==> src/swd_pkg.sv <==
// package for the software watchdog: register offsets, field positions,
// reset values, unlock keys and timing constants.
// assumes a 32-bit avalon-mm register bus with byte addresses.
package swd_pkg;

   // ****************************************
   // register map (byte addresses)
   // ****************************************
   localparam logic [7:0] SWD_OFF_CONTROL = 8'h00;
   localparam logic [7:0] SWD_OFF_SERVICE = 8'h10;
   localparam logic [7:0] SWD_OFF_STATUS = 8'h04;
   localparam logic [7:0] SWD_OFF_TIMEOUT = 8'h08;
   localparam logic [7:0] SWD_OFF_COUNT = 8'h0C;
   localparam logic [7:0] SWD_OFF_IRQ_STAT = 8'h14;
   localparam logic [7:0] SWD_OFF_IRQ_EN = 8'h18;
   localparam logic [7:0] SWD_OFF_IRQ_CLR = 8'h1C;

   // ****************************************
   // control fields and reset values
   // ****************************************
   localparam int SWD_CTL_EN_BIT = 0;
   localparam int SWD_CTL_LOCK_BIT = 4;
   localparam logic [31:0] SWD_CTL_RESET = 32'h0000_0001;
   localparam logic [31:0] SWD_CTL_WMASK = 32'hFF00_FFFE;

   // ****************************************
   // service keys
   // ****************************************
   localparam logic [15:0] SWD_KEY_FIRST = 16'hC520;
   localparam logic [15:0] SWD_KEY_SECOND = 16'hD928;
   localparam logic [15:0] SWD_KEY_MASK = 16'hFFFF;

   // ****************************************
   // timing and interrupt layout
   // ****************************************
   localparam logic [31:0] SWD_TIMEOUT_RESET = 32'h0000_1000;
   localparam int SWD_RESET_PULSE_CYCLES = 16;
   localparam int SWD_IRQ_BITS = 3;
   localparam int SWD_IRQ_EXPIRE = 0;
   localparam int SWD_IRQ_UNLOCK = 1;
   localparam int SWD_IRQ_BADKEY = 2;
   localparam logic [31:0] SWD_RDATA_UNMAPPED = 32'h0000_0000;

   typedef enum logic [1:0] {
      SWD_KEY_IDLE,
      SWD_KEY_GOT_FIRST
   } swd_key_state_t;

endpackage

==> src/swd_reset_pulse.sv <==
// reset pulse stretcher: turns a one-cycle expiry into a fixed-width
// system reset request held in a register.
// assumes sys_clk and async active-low rstn.
`timescale 1ns/1ps
module swd_reset_pulse #(
   parameter int CYCLES = swd_pkg::SWD_RESET_PULSE_CYCLES
) (
   input wire logic sys_clk,
   input wire logic rstn,
   input wire logic trigger,
   output logic resetReq
);
   import swd_pkg::*;

   logic [7:0] left;

   // load the counter on trigger, count down to zero
   always_ff @(posedge sys_clk or negedge rstn) begin
      if (!rstn) begin
         left <= 8'h00;
      end else if (trigger) begin
         left <= 8'(CYCLES);
      end else if (left != 8'h00) begin
         left <= left - 8'h01;
      end
   end

   // request follows the trigger and stands while the counter is above one
   always_ff @(posedge sys_clk or negedge rstn) begin
      if (!rstn) begin
         resetReq <= 1'b0;
      end else begin
         resetReq <= trigger || (left > 8'h01);
      end
   end
endmodule // swd_reset_pulse

==> src/swd_watchdog.sv <==
// software watchdog top: avalon-mm register slave, down counter,
// key sequence unlock, system reset request and interrupt.
// assumes a single clock sys_clk, async active-low rstn, and a master
// that holds each request until waitrequest is seen low.
`timescale 1ns/1ps

// Summary of operation
// while enabled the counter must be serviced, otherwise its first expiry requests a system reset.
// writing the first key then the second key to the service register clears the soft lock.
// once unlocked, clearing the enable bit in control stops the counter and servicing is no longer needed.
// the service register is a 32-bit write target at byte offset 0x10.
// the control register holding enable and configuration sits at byte offset 0.
// without the ordered key pair the lock stays set and control writes are ignored.
module swd_watchdog (
   input wire logic sys_clk,
   input wire logic rstn,
   input wire logic [7:0] address,
   input wire logic read,
   input wire logic write,
   input wire logic [31:0] writedata,
   input wire logic [3:0] byteenable,
   output logic [31:0] readdata,
   output logic waitrequest,
   output logic irq,
   output logic sysResetReq
);
   import swd_pkg::*;

   // ****************************************
   // bus handshake
   // ****************************************
   logic accepted;
   logic wrStrobe;
   logic rdStrobe;
   logic fullWord;

   // one wait state: answer on the second cycle of each request
   always_ff @(posedge sys_clk or negedge rstn) begin
      if (!rstn) begin
         accepted <= 1'b0;
      end else begin
         accepted <= (read || write) && !accepted;
      end
   end

   // waitrequest is low only in the cycle the request completes
   always_ff @(posedge sys_clk or negedge rstn) begin
      if (!rstn) begin
         waitrequest <= 1'b1;
      end else begin
         waitrequest <= !((read || write) && !accepted);
      end
   end

   assign wrStrobe = write && accepted;
   assign rdStrobe = read && accepted;
   assign fullWord = (byteenable == 4'hF);

   // ****************************************
   // key sequence and soft lock
   // ****************************************
   swd_key_state_t keyState;
   logic softLock;
   logic svcWrite;
   logic firstKey;
   logic secondKey;
   logic unlockEvt;
   logic badKeyEvt;
   logic serviceEvt;
   logic ctlWrite;

   assign svcWrite = wrStrobe && (address == SWD_OFF_SERVICE) && fullWord;
   assign firstKey = svcWrite && ((writedata[15:0] & SWD_KEY_MASK) == SWD_KEY_FIRST);
   assign secondKey = svcWrite && ((writedata[15:0] & SWD_KEY_MASK) == SWD_KEY_SECOND);
   assign unlockEvt = secondKey && (keyState == SWD_KEY_GOT_FIRST);
   assign serviceEvt = unlockEvt;
   assign badKeyEvt = svcWrite && !firstKey && !unlockEvt;

   // track the ordered pair; anything else restarts the sequence
   always_ff @(posedge sys_clk or negedge rstn) begin
      if (!rstn) begin
         keyState <= SWD_KEY_IDLE;
      end else if (svcWrite) begin
         case (keyState)
            SWD_KEY_IDLE: begin
               keyState <= firstKey ? SWD_KEY_GOT_FIRST : SWD_KEY_IDLE;
            end
            SWD_KEY_GOT_FIRST: begin
               keyState <= firstKey ? SWD_KEY_GOT_FIRST : SWD_KEY_IDLE;
            end
            default: begin
               keyState <= SWD_KEY_IDLE;
            end
         endcase
      end
   end

   // lock clears on the pair and is set again by a control write
   always_ff @(posedge sys_clk or negedge rstn) begin
      if (!rstn) begin
         softLock <= 1'b1;
      end else if (unlockEvt) begin
         softLock <= 1'b0;
      end else if (ctlWrite && !softLock) begin
         softLock <= 1'b1;
      end
   end

   // ****************************************
   // control and timeout registers
   // ****************************************
   logic [31:0] control;
   logic [31:0] timeoutVal;
   logic enabled;

   assign ctlWrite = wrStrobe && (address == SWD_OFF_CONTROL) && fullWord;
   assign enabled = control[SWD_CTL_EN_BIT];

   // control writes take effect only while unlocked
   always_ff @(posedge sys_clk or negedge rstn) begin
      if (!rstn) begin
         control <= SWD_CTL_RESET;
      end else if (ctlWrite && !softLock) begin
         control <= {writedata[31:1] & SWD_CTL_WMASK[31:1], writedata[SWD_CTL_EN_BIT]};
      end
   end

   // timeout reload value, also guarded by the lock
   always_ff @(posedge sys_clk or negedge rstn) begin
      if (!rstn) begin
         timeoutVal <= SWD_TIMEOUT_RESET;
      end else if (wrStrobe && address == SWD_OFF_TIMEOUT && fullWord && !softLock) begin
         timeoutVal <= writedata;
      end
   end

   // ****************************************
   // down counter and expiry
   // ****************************************
   logic [31:0] count;
   logic expireEvt;

   assign expireEvt = enabled && (count == 32'h0000_0000) && !serviceEvt;

   // count down while enabled; a valid pair reloads; disable parks the count
   always_ff @(posedge sys_clk or negedge rstn) begin
      if (!rstn) begin
         count <= SWD_TIMEOUT_RESET;
      end else if (!enabled || serviceEvt) begin
         count <= timeoutVal;
      end else if (count != 32'h0000_0000) begin
         count <= count - 32'h0000_0001;
      end else begin
         count <= timeoutVal;
      end
   end

   swd_reset_pulse #(
      .CYCLES(SWD_RESET_PULSE_CYCLES)
   ) u_pulse (
      .sys_clk(sys_clk),
      .rstn(rstn),
      .trigger(expireEvt),
      .resetReq(sysResetReq)
   );

   // ****************************************
   // interrupts
   // ****************************************
   logic [SWD_IRQ_BITS-1:0] irqStat;
   logic [SWD_IRQ_BITS-1:0] irqEn;
   logic [SWD_IRQ_BITS-1:0] irqEvt;
   logic [SWD_IRQ_BITS-1:0] irqClr;

   assign irqEvt = {badKeyEvt, unlockEvt, expireEvt};
   assign irqClr = (wrStrobe && address == SWD_OFF_IRQ_CLR) ? writedata[SWD_IRQ_BITS-1:0] : '0;

   // sticky bits; a set in the clear cycle wins
   genvar gi;
   generate
      for (gi = 0; gi < SWD_IRQ_BITS; gi++) begin : g_irq
         always_ff @(posedge sys_clk or negedge rstn) begin
            if (!rstn) begin
               irqStat[gi] <= 1'b0;
            end else if (irqEvt[gi]) begin
               irqStat[gi] <= 1'b1;
            end else if (irqClr[gi]) begin
               irqStat[gi] <= 1'b0;
            end
         end
      end
   endgenerate

   // interrupt enable register
   always_ff @(posedge sys_clk or negedge rstn) begin
      if (!rstn) begin
         irqEn <= '0;
      end else if (wrStrobe && address == SWD_OFF_IRQ_EN) begin
         irqEn <= writedata[SWD_IRQ_BITS-1:0];
      end
   end

   // level interrupt from registered state
   always_ff @(posedge sys_clk or negedge rstn) begin
      if (!rstn) begin
         irq <= 1'b0;
      end else begin
         irq <= |(irqStat & irqEn);
      end
   end

   // ****************************************
   // read data
   // ****************************************
   logic [31:0] next_readdata;

   // read mux; service and clear registers read as zero
   always_comb begin
      next_readdata = SWD_RDATA_UNMAPPED;
      case (address)
         SWD_OFF_CONTROL: next_readdata = control;
         SWD_OFF_STATUS: next_readdata = {27'h0, softLock, 2'h0, keyState == SWD_KEY_GOT_FIRST, enabled};
         SWD_OFF_TIMEOUT: next_readdata = timeoutVal;
         SWD_OFF_COUNT: next_readdata = count;
         SWD_OFF_IRQ_STAT: next_readdata = {29'h0, irqStat};
         SWD_OFF_IRQ_EN: next_readdata = {29'h0, irqEn};
         default: next_readdata = SWD_RDATA_UNMAPPED;
      endcase
   end

   // data stand when waitrequest drops
   always_ff @(posedge sys_clk or negedge rstn) begin
      if (!rstn) begin
         readdata <= 32'h0000_0000;
      end else if (read && !accepted) begin
         readdata <= next_readdata;
      end
   end
endmodule // swd_watchdog

==> config.mk <==
export PLATFORM = sky130hd
export DESIGN_NAME = swd_watchdog
export DESIGN_NICKNAME = d
export VERILOG_FILES = /design/src/swd_pkg.sv /design/src/swd_reset_pulse.sv /design/src/swd_watchdog.sv
export SDC_FILE = /design/constraint.sdc
export NUM_CORES = 1
export LEC_CHECK = 0
export BUFFER_PORTS_ARGS = -buffer_cell sky130_fd_sc_hd__buf_4
export CORE_AREA = 2 2 122 100
export DETAILED_ROUTE_END_ITERATION = 12
export DIE_AREA = 0 0 124 102
export PLACE_DENSITY = 0.79
export SLEW_MARGIN = 20
export SYNTH_ARGS = -nofsm -noshare
export SYNTH_HDL_FRONTEND = slang
export SYNTH_SLANG_ARGS = --single-unit
==> constraint.sdc <==
create_clock -name sys_clk -period 3.25 [get_ports sys_clk]
set_input_delay 0.325 -clock sys_clk [delete_from_list [all_inputs] [get_ports sys_clk]]
set_output_delay 0.325 -clock sys_clk [all_outputs]
set_load 0.01 [all_outputs]
# [Word level (Yosys, flattened, before mapping)]
# Cells that the tools add are included.
[word_totals] output_inout_bits=35 in_bits=48 register_bits=141 elab_cells=87
[op_classes] order_cmp=1 eq_ne=11 n_addsub=2 mux=16 bitwise=1 n_reduce_logical=41
[op_table] operator="$pmux 32 s6" count=1
[op_table] operator="$mux 32" count=2
[op_table] operator="$eq 16x16->1 const B" count=2
[op_table] operator="$eq 8x5->1 const B" count=4
[op_table] operator="$logic_not 32->1" count=1
[op_table] operator="$reduce_bool 32->1" count=1
[op_table] operator="$sub 32x1->32 const B" count=1
[op_table] operator="$logic_and 1x1->1" count=20
[op_table] operator="$eq 8x4->1 const B" count=2
[op_table] operator="$mux 8" count=2
[op_table] operator="$mux 1" count=10
[op_table] operator="$reduce_bool 2->1" count=5
[op_table] operator="$eq 8x3->1 const B" count=1
[op_table] operator="$gt 8x1->1 const B" count=1
[op_table] operator="$logic_not 8->1" count=1
[op_table] operator="$reduce_bool 8->1" count=1
[op_table] operator="$sub 8x1->8 const B" count=1
[op_table] operator="$logic_not 1->1" count=6
[op_table] operator="$eq 4x4->1 const B" count=1
[op_table] operator="$and 3x3->3" count=1
[op_table] operator="$logic_or 1x1->1" count=3
[op_table] operator="$mux 3" count=1
[op_table] operator="$reduce_or 3->1" count=1
[op_table] operator="$eq 2x1->1 const B" count=1
[op_table] operator="2 further kinds" count=2

# [Longest topological paths before layout]
# Gate-level depths: netlist (run 1).
[logic_depth] word_depth=8 depth_mapped=8 depth_no_buf=7

# [Hierarchy]
# From an unflattened synthesis (run 1), not the netlist that was laid out.
[unflattened] hier_cells=582 area_unflattened_um2=6488.7
[by_module_without_submodules] module="swd_watchdog" instances=1 cells_each=529 area_per_inst_um2=5973.2 seq_area_each_um2=3284.4
[by_module_without_submodules] module="swd_reset_pulse" instances=1 cells_each=53 area_per_inst_um2=515.5 seq_area_each_um2=225.2

# [Worst setup path before layout (run 1)]
# No wires, ideal clock.
[synth_path] path_type="input port to flip-flop" from="input port address[4]" to="register u_pulse.resetReq" path_buffers=2 required_ps=3119 setup_time_ps=131 setup_slack_ps=745 path_stages=7 arrival_ps=2374 cell_sequence="buf_4 or4b_4 or4_4 o31ai_4 and3b_1 buf_6 or3_1"
[synth_via] elab_chain_cells=8
[synth_lines] element="from (decl)" line_no="swd_watchdog.sv:17" source="input wire logic [7:0] address,"
[synth_lines] element="$eq 8x5->1" line_no="swd_watchdog.sv:72" source="assign svcWrite = wrStrobe && (address == SWD_OFF_SERVICE) && fullWord;"
[synth_lines] element="$logic_and 1x1->1 (2 in series)" line_no="swd_watchdog.sv:72"
[synth_lines] element="$logic_and 1x1->1" line_no="swd_watchdog.sv:74" source="assign secondKey = svcWrite && ((writedata[15:0] & SWD_KEY_MASK) == SWD_KEY_SECOND);"
[synth_lines] element="$logic_and 1x1->1" line_no="swd_watchdog.sv:75" source="assign unlockEvt = secondKey && (keyState == SWD_KEY_GOT_FIRST);"
[synth_lines] element="$logic_not 1->1" line_no="swd_watchdog.sv:143" source="assign expireEvt = enabled && (count == 32'h0000_0000) && !serviceEvt;"
[synth_lines] element="$logic_and 1x1->1" line_no="swd_watchdog.sv:143"
[synth_lines] element="$logic_or 1x1->1" line_no="swd_reset_pulse.sv:33" source="resetReq <= trigger || (left > 8'h01);"
[synth_lines] element="to (signal assigned)" line_no="swd_reset_pulse.sv:33"
[synth_lines] element="to (decl)" line_no="swd_reset_pulse.sv:11" source="output logic resetReq"
# No other way between the ends.
# A chain may end at the register's enable or synchronous reset.

# [Worst setup path in the final report (run 1)]
[layout_path] from="register count[18]" to="register count[23]"
[layout_via] elab_chain_cells=3 elab_cells_between_ends=4 classes_between="add/sub (1); mux (2); reduce/logical (1)"
[layout_lines] element="from (decl)" line_no="swd_watchdog.sv:140" source="logic [31:0] count;"
[layout_lines] element="from (signal assigned)" line_no="swd_watchdog.sv:150" source="count <= timeoutVal;"
[layout_lines] element="from (signal assigned)" line_no="swd_watchdog.sv:152" source="count <= count - 32'h0000_0001;"
[layout_lines] element="from (signal assigned)" line_no="swd_watchdog.sv:154" source="count <= timeoutVal;"
[layout_lines] element="$sub 32x1->32 / $reduce_bool 32->1 (equally long branches)" line_no="swd_watchdog.sv:152, swd_watchdog.sv:151"
[layout_lines] element="$mux 32 (*)" line_no="swd_watchdog.sv:151" source="end else if (count != 32'h0000_0000) begin"
[layout_lines] element="$mux 32 (*)" line_no="swd_watchdog.sv:149" source="end else if (!enabled || serviceEvt) begin"
# Mark *: on every way between the ends. The rest lies on a longest branch, timed or not.

==> qor_table.md, run 1 <==
| Group | Item | Reported |
|---|---|---|
| cells and area | Area taken by multi-input logic gates | 2830 µm² |
| sta | Peak Freq | 368 MHz |
| power and ir drop | Overall power of the completed layout | 3930 µW |
| sta | Minimum setup slack in the final design | 533 ps |
| cells and area | Fill cells | 854 |
| route | Count of routing violations after the opening detailed-route iteration | 389 |
| sta | Final setup violation count | 0 |
| clocking | Root buf cell | sky130_fd_sc_hd__clkbuf_16 |
| power and ir drop | Share of total power in combinational logic | 0.035 |
| sta | Final worst path period share | 0.836 |
| floorplan | Full die area | 12600 µm² |
| yosys | Top FF cell, synth | sky130_fd_sc_hd__dfrtp_1 |
| global route | Via count of the first global-routing pass | 4967 |
| yosys | Total standard cell area after synthesis | 6490 µm² |
| global route | Remaining Overflow, GRT | 0 |
| clocking | Post-CTS sizing | 0 |
| clocking | Clock Tree Buf Depth | 2 |
| yosys | Number of warnings issued by yosys | 0 |
| yosys | Synthesized instance count | 549 |
| clocking | H-tree levels | 4 |
| worst setup path | Endpoint of the most critical register-to-register path | count[23]$_DFF_PN0_ |
| worst setup path | Reg-to-reg slack, setup | 530 ps |
| hold path | HP Class | primary input to async pin |
| worst setup path | Critical path destination | count[23]$_DFF_PN0_ |
| global route | First-pass GRT wire length | 25.0 mm |
| clocking | CTS hold repair buffers | 0 |
| clocking | Clock tree from TritonCTS | yes |
| worst setup path | Type of the setup path with the least slack | flop to flop |
| power and ir drop | Power per cell area | 498 nW/µm² |
| yosys | Count of flip-flops with a built-in enable after synthesis | 0 |
| cells and area | Filler-free cell count of the finished design | 794 |
| cells and area | Area Growth Syn to Fin | 21.6% |
| sta | Final worst path period need | 2720 ps |
| floorplan | Width of the chip | 124 µm |
| power and ir drop | Clock Power Share | 0.519 |
| worst setup path | CP peak stage delay | 610 ps |
| global route | Maximum number of pins on one net before global-route repair | 122 |
| route | Total via count after detailed routing | 4807 |
| floorplan | Ports | 83 |
| power and ir drop | Switching power share of the total | 0.215 |
| worst setup path | Startpoint of the worst setup timing path | count[18]$_DFF_PN0_ |
| worst setup path | Startpoint Class | flop |
| power and ir drop | Sequential fraction of design power | 0.445 |
| route | Drt total wl | 15.6 mm |
| sta | Count of final hold-check violations | 12 |
| route | Post-route DRC | 0 |
| route | Antenna viol nets, final | 0 |
| global route | Total track usage | 0.262 |
| route | First-pass iteration count of the detailed router | 5 |
| flow run | Number of max-cap violations | 0 |
| clocking | CTS buffer count | 17 |
| power and ir drop | Pint | 3090 µW |
| run status | Violations in the final reports | negative hold slack |
| power and ir drop | Leakage component of the power | 0.00384 µW |
| floorplan | Height of the die | 102 µm |
| sta | Number of max-slew violations in the final report | 0 |
| yosys | Synth Register Bits | 140 |
| cells and area | Fraction of final layout cells with drive strength greater than 1 | 0.364 |
| clocking | Clock Sinks | 140 |
| global route | Number of antenna violations at the first check in global routing | 0 |
| yosys | Post-synthesis async set-or-reset flop share | 1.00 |
| floorplan | Area of the core | 11400 µm² |
| worst setup path | List of cells traversed by the critical path | or4_1 > or3_1 > nor3_1 > a21oi_2 > buf_4 > mux2_2 |
| place | Detail Placement HPWL | 10.1 mm |
| power and ir drop | Worst ir drop on vdd | 0.000376 V |
| place | Global placement routability congestion | 0.854 |
| run status | Result of the run | complete, but fails checks |
| worst setup path | Critical-path top delay cell | sky130_fd_sc_hd__or4_1 |
| yosys | Count of different cell masters after synthesis | 51 |
| yosys | Mean Syn Cell Area | 11.8 µm² |
| worst setup path | Worst endpoint required time | 3550 ps |
| cells and area | Nets | 684 |
| worst setup path | Worst Setup End Kind | flop |
| sta | Hold_ws | -41.5 ps |
| yosys | Part of the Yosys area used for sequential elements | 0.541 |
| worst setup path | Data arrival time of the critical path | 3020 ps |
| route | Via density per instance | 6.05 |
| floorplan | Starting utilization of the core area | 0.570 |
| place | Pre-CTS setup slack | 565 ps |
| clocking | Clock-pin slew of the registers on the worst-case setup and hold paths | 60 ps |
| place | Placed cell count | 762 |
| sta | Final-layout setup total negative slack | 0 ps |
| cells and area | Reg area | 3510 µm² |
| sta | Pin slew with the least headroom to its limit | 1040 ps |
| worst setup path | Worst reg2reg path depth | 6 |
| yosys | Post-synth net total | 600 |
| worst setup path | Crit-path max FO | 32 |
| place | IO Port Bufs | 82 |
| power and ir drop | Power dissipated by switching net loads | 844 µW |
| sta | Worst slew margin relative to its limit | 0.304 |
| worst setup path | Reg-to-reg startpoint | count[18]$_DFF_PN0_ |
| sta | Largest clock skew in the final design | 10.0 ps |
| cells and area | Diodes inserted | 0 |
| sta | RSZ-0062 raised after global routing | no |
| clocking | Count of buffers added by post-CTS timing repair for setup | 0 |
| clocking | Clock latency reported for the late side of the worst-skew pair | 430 ps |
| route | WL per Instance | 19.6 µm |
| floorplan | Rows | 35 |
[cells in the final DEF (no fill, tap or decap), drive strengths merged, types with 12 or more instances in the layout]
cell type  instances
o21ai             38
buf               93
mux2              90
nor3              19
dfrtp            135
xor2              21
nor4              12
nor2              23
clkbuf            19
a222oi            21
nand2             52
[power groups by stage]
stage / Sequential [µW] / Combinational, µW / Clock (µW)
after global routing: 1750 / 153 / 2140
after detailed placement: 1780 / 140 / 0
after CTS: 1750 / 140 / 2060
after global placement: 1780 / 135 / 0
after floorplan: 1780 / 32.1 / 0
final: 1750 / 138 / 2040
[sequential cells by signal (all words and copies together) (netlist names)]
| name | count |
|---|---|
| readdata | 32 |
| u_pulse.left | 8 |
| timeoutVal | 32 |
| control | 24 |
| irqStat | 3 |
| accepted | 1 |
| u_pulse.resetReq | 1 |
| waitrequest | 1 |
| irqEn | 3 |
| count | 32 |
| keyState | 1 |
| softLock | 1 |
| irq | 1 |
[cell type report]
type                            count  area share
Clock buffer                       18      0.0544
Inverter                           10     0.00475
Sequential cell                   140       0.445
Tap cell                          148      0.0235
Multi-Input combinational cell    370       0.358
Clock inverter                     14      0.0246
Timing Repair Buffer               94      0.0902
[synth_stat cells (all sizes together) (6+ instances only)]
| cell | count | area [µm²] |
|---|---|---|
| nand2 | 52 | 195 |
| or4 | 6 | 48.8 |
| nor2 | 23 | 86.3 |
| mux2 | 90 | 1010 |
| dfrtp | 135 | 3380 |
| or3 | 8 | 50.1 |
| clkbuf | 18 | 67.6 |
| o21ai | 38 | 190 |
| buf | 11 | 61.3 |
| nor3 | 19 | 95.1 |
| inv | 10 | 37.5 |
| xor2 | 21 | 184 |
| nor4 | 12 | 75.1 |
| xnor2 | 11 | 96.3 |
| a22oi | 9 | 67.6 |
| a222oi | 21 | 210 |
[metal layers]
metal | vias up | wire, µm | part of all wire | global-route usage
met4 | 0 | 186 | 0.012 | 0.101
met2 | 152 | 7500 | 0.48 | 0.423
met5 | - | 0 | 0 | 0
li1 | 2195 | - | - | -
met1 | 2445 | 7050 | 0.45 | 0.362
met3 | 15 | 859 | 0.055 | 0.0407
[kinds of logic (layout without fill, tap and decap cells)]
group           after synthesis  after routing  synth area share
xor+xnor                     32             32            0.0432
compound gates               87             87            0.0981
simple gates                154            154             0.123
fa+ha+maj                     3              3           0.00578
buf+inv                      39            136            0.0256
mux                          94             94             0.164
flops                       140            140             0.541
[per-stage QoR]
| step | cell area [µm²] | hold slack, ps | util |
|---|---|---|---|
| global placement | 7270 | 462 | 0.638 |
| global route | 7900 | 128 | 0.693 |
| CTS | 7890 | 123 | 0.693 |
| finish | 7900 | -41.5 | 0.693 |
| floorplan | 6490 | 29.4 | - |
| detailed placement | 7270 | 471 | 0.638 |
[worst min path at each step]
stage                         startpoint  cells past startpoint                          to  slack (ps)
floorplan                           rstn                      0          accepted$_DFF_PN0_          30
global placement    softLock$_DFFE_PN1P_                      2        softLock$_DFFE_PN1P_         460
detailed placement  softLock$_DFFE_PN1P_                      2        softLock$_DFFE_PN1P_         470
CTS                        writedata[21]                      2  timeoutVal[21]$_DFFE_PN0P_         120
global route               writedata[22]                      2  timeoutVal[22]$_DFFE_PN0P_         130
finish                              rstn                      1          accepted$_DFF_PN0_         -40
[critical path: cells and delay by family (launching register included)]
family                 cells  cell delay, ps
and+or+nand+nor            3            1440
DFF                        1             440
muxes                      1             330
buffers and inverters      1             290
AOI/OAI and AO/OA          1              90
Note: power is estimated with default switching activity, not from simulation.
==> inputs of run 2 (changes only) <==
--- a/config.mk
+++ b/config.mk
@@ -5,10 +5,11 @@
 export SDC_FILE = /design/constraint.sdc
 export NUM_CORES = 1
 export LEC_CHECK = 0
+export ABC_AREA = 1
 export BUFFER_PORTS_ARGS = -buffer_cell sky130_fd_sc_hd__buf_4
-export CORE_AREA = 2 2 122 100
+export CORE_AREA = 2 2 126 104
 export DETAILED_ROUTE_END_ITERATION = 12
-export DIE_AREA = 0 0 124 102
+export DIE_AREA = 0 0 128 106
 export PLACE_DENSITY = 0.79
 export SLEW_MARGIN = 20
 export SYNTH_ARGS = -nofsm -noshare
==> constraint.sdc (replaced) <==
create_clock -name sys_clk -period 2.8 [get_ports sys_clk]
set_input_delay 0.28 -clock sys_clk [delete_from_list [all_inputs] [get_ports sys_clk]]
set_output_delay 0.28 -clock sys_clk [all_outputs]
set_load 0.01 [all_outputs]
==> run 2 against run 1 <==
The run now ends clean. First-iteration DRC count rose by 30%. Area after synthesis increased by 9.6%. Count of clock-buffer cells in the layout stayed put. Clock power rose by 10%. Largest power group unchanged.
==> qor_table.md, run 2 <==
| Group | Item | Reported |
|---|---|---|
| run status | Result of the run | finished, final reports clean |
| worst setup path | Worst Setup End Kind | flop |
| route | Post-route DRC | 0 |
| cells and area | Filler-free cell count of the finished design | 1207 |
| global route | Maximum number of pins on one net before global-route repair | 61 |
| clocking | Clock latency reported for the late side of the worst-skew pair | 420 ps |
| sta | Final worst path period share | 0.758 |
| route | Total via count after detailed routing | 6438 |
| yosys | Synth top area cells | sky130_fd_sc_hd__dfrtp_1 (47%), sky130_fd_sc_hd__nand2_1 (21%), sky130_fd_sc_hd__nor2_1 (5.2%) |
| worst setup path | Type of the setup path with the least slack | flop to flop |
| power and ir drop | Power per cell area | 528 nW/µm² |
| global route | Remaining Overflow, GRT | 0 |
| cells and area | Fraction of final layout cells with drive strength greater than 1 | 0.147 |
| floorplan | Full die area | 13600 µm² |
| clocking | Clock Sinks | 140 |
| worst setup path | Critical-path top delay cell | sky130_fd_sc_hd__dfrtp_1 |
| worst setup path | Gate family responsible for the most delay along the worst path | simple AND/OR/NAND/NOR gates |
| cells and area | Fill cells | 1068 |
| clocking | H-tree levels | 4 |
| cells and area | Commonest cells after routing, fill and taps aside | sky130_fd_sc_hd__nand2_1 (391), sky130_fd_sc_hd__dfrtp_1 (135), sky130_fd_sc_hd__nor2_1 (97) |
| sta | Final worst path period need | 2120 ps |
| yosys | Post-synth net total | 1005 |
| yosys | Top FF cell, synth | sky130_fd_sc_hd__dfrtp_1 |
| yosys | Leading cell type by number of instances after synthesis | sky130_fd_sc_hd__nand2_1 |
| worst setup path | Data arrival time of the critical path | 2460 ps |
| floorplan | Ports | 83 |
| sta | Final-layout setup total negative slack | 0 ps |
| power and ir drop | Overall power of the completed layout | 4470 µW |
| place | Global placement routability congestion | 0.996 |
| worst setup path | Startpoint Class | flop |
| cells and area | Utilization after layout | 0.682 |
| floorplan | Height of the die | 106 µm |
| worst setup path | List of cells traversed by the critical path | inv_1 > ha_1 > nand3_2 > nor2_2 > nand4_1 > nand3_4 > buf_4 > nand2_1 > o21ai_1 |
| yosys | Post-synthesis async set-or-reset flop share | 1.00 |
| hold path | HP Class | primary input to flop |
| route | Via density per instance | 5.33 |
| sta | Pin slew with the least headroom to its limit | 629 ps |
| yosys | Most frequent cells after synthesis | sky130_fd_sc_hd__nand2_1 (392), sky130_fd_sc_hd__dfrtp_1 (135), sky130_fd_sc_hd__nor2_1 (98), sky130_fd_sc_hd__inv_1 (76), sky130_fd_sc_hd__o21ai_0 (53) |
| sta | Final setup violation count | 0 |
| worst setup path | Worst endpoint required time | 3140 ps |
| worst setup path | CP peak stage delay | 390 ps |
| clocking | Clock Tree Buf Depth | 2 |
| floorplan | Area of the core | 12400 µm² |
| place | Placed cell count | 1174 |
| cells and area | Area Growth Syn to Fin | 18.9% |
| global route | Via count of the first global-routing pass | 6085 |
| yosys | Mean Syn Cell Area | 7.46 µm² |
| sta | Worst slew margin relative to its limit | 0.580 |
| yosys | Number of warnings issued by yosys | 0 |
| yosys | Part of the Yosys area used for sequential elements | 0.493 |
| sta | Count of final hold-check violations | 0 |
| clocking | CTS buffer count | 17 |
| clocking | Root buf cell | sky130_fd_sc_hd__clkbuf_16 |
| sta | RSZ-0062 raised after global routing | no |
| floorplan | Rows | 37 |
| worst setup path | Crit path buf inv count | 2 |
| route | First-pass iteration count of the detailed router | 5 |
| power and ir drop | Worst ir drop on vdd | 0.000397 V |
| place | IO Port Bufs | 82 |
| clocking | Clock-pin slew of the registers on the worst-case setup and hold paths | 60 ps |
| route | WL per Instance | 15.3 µm |
| clocking | Clock tree from TritonCTS | yes |
| global route | Total track usage | 0.292 |
| sta | Number of max-slew violations in the final report | 0 |
| route | Drt total wl | 18.5 mm |
| yosys | Count of different cell masters after synthesis | 35 |
| cells and area | Most common library cell in the layout ignoring fill and taps | sky130_fd_sc_hd__nand2_1 |
| yosys | Cell accounting for the most synthesized area | sky130_fd_sc_hd__dfrtp_1 |
| sta | Peak Freq | 471 MHz |
| floorplan | Width of the chip | 128 µm |
| global route | First-pass GRT wire length | 30.9 mm |
| worst setup path | Crit-path max FO | 29 |
| cells and area | Registers with the highest flip-flop counts | count x32, readdata x32, timeoutVal x32 |
| route | Count of routing violations after the opening detailed-route iteration | 505 |
| floorplan | Starting utilization of the core area | 0.574 |
| cells and area | Diodes inserted | 0 |
| flow run | Number of max-cap violations | 0 |
| yosys | Area share of the largest cell type after synthesis | 0.475 |
| sta | Largest clock skew in the final design | 8.95 ps |
| global route | Number of antenna violations at the first check in global routing | 0 |
| yosys | Total standard cell area after synthesis | 7120 µm² |
| yosys | Synthesized instance count | 954 |
| route | Antenna viol nets, final | 0 |
| place | Detail Placement HPWL | 13.2 mm |
| yosys | Count of flip-flops with a built-in enable after synthesis | 0 |
| cells and area | Nets | 1089 |
| yosys | Synth Register Bits | 140 |
| sta | Hold_ws | 80.6 ps |
| power and ir drop | Leakage component of the power | 0.00459 µW |
[run 2: final cells by class]
cell class	instances	area, µm²	share of cell area
multi-input cells	705	3140	0.371
well taps	156	195	0.0231
clock inverters	14	161	0.0191
inverters	80	300	0.0355
clock buffers	18	429	0.0507
flip-flops and latches	140	3510	0.415
repair buffers	94	724	0.0856
[run 2: path summary, 6_finish.rpt]
kind,cells after the start,startpoint,endpoint,slack [ps]
setup / recovery,9,count[0]$_DFF_PN0_,count[1]$_DFF_PN0_,680
hold / removal,3,writedata[21],timeoutVal[21]$_DFFE_PN0P_,80
setup reg to reg,9,count[0]$_DFF_PN0_,count[1]$_DFF_PN0_,680
hold reg to reg,2,readdata[14]$_DFFE_PN0P_,readdata[14]$_DFFE_PN0P_,480
max in group asynchronous,3,rstn,count[12]$_DFF_PN1_,1620
min in group asynchronous,2,rstn,control[5]$_DFFE_PN0P_,390
[run 2: timing repair]
item	4_1_cts	5_1_grt
resized for setup	0	0
buffers inserted	0	0
hold endpoints to repair	54	0
hold buffers	1	0
[run 2: cell families (layout without fill, tap and decap cells)]
| logic type | count (synthesis) | in the layout | share of synthesized area |
|---|---|---|---|
| adders and majority gates | 3 | 3 | 0.00528 |
| DFF | 140 | 140 | 0.493 |
| buffers and inverters | 109 | 206 | 0.0663 |
| AOI/OAI and AO/OA | 107 | 107 | 0.0777 |
| xor gates and xnor gates | 25 | 25 | 0.0308 |
| and+or+nand+nor | 570 | 570 | 0.327 |
[run 2: worst reg2reg max path: stages, from the launching register on]
cell and delay (ps):
sky130_fd_sc_hd__dfrtp_1 390, sky130_fd_sc_hd__inv_1 90, sky130_fd_sc_hd__ha_1 230, sky130_fd_sc_hd__nand3_2 130, sky130_fd_sc_hd__nor2_2 220, sky130_fd_sc_hd__nand4_1 210
sky130_fd_sc_hd__nand3_4 300, sky130_fd_sc_hd__buf_4 290, sky130_fd_sc_hd__nand2_1 70, sky130_fd_sc_hd__o21ai_1 90
[run 2: stage by stage]
stage	worst slack [ps]	area (µm²)
detailed placement	671	7860
floorplan	1150	7120
global route	428	8460
finish	677	8460
CTS	662	8460
global placement	793	7860
[run 2: report_power, final]
part | total, µW | internal, µW | switching (µW) | leakage [µW]
Sequential | 2030 | 2030 | 3.54 | 0.00189
Combinational | 180 | 65.8 | 114 | 0.00241
Clock | 2250 | 1330 | 922 | 0.000284
[run 2: layer usage]
| metal | wire length, µm | GRT usage | share of wire |
|---|---|---|---|
| met1 | 8730 | 0.437 | 0.47 |
| met2 | 7590 | 0.407 | 0.41 |
| met3 | 1840 | 0.0906 | 0.10 |
| met4 | 296 | 0.0926 | 0.016 |
| met5 | 0 | 0 | 0 |
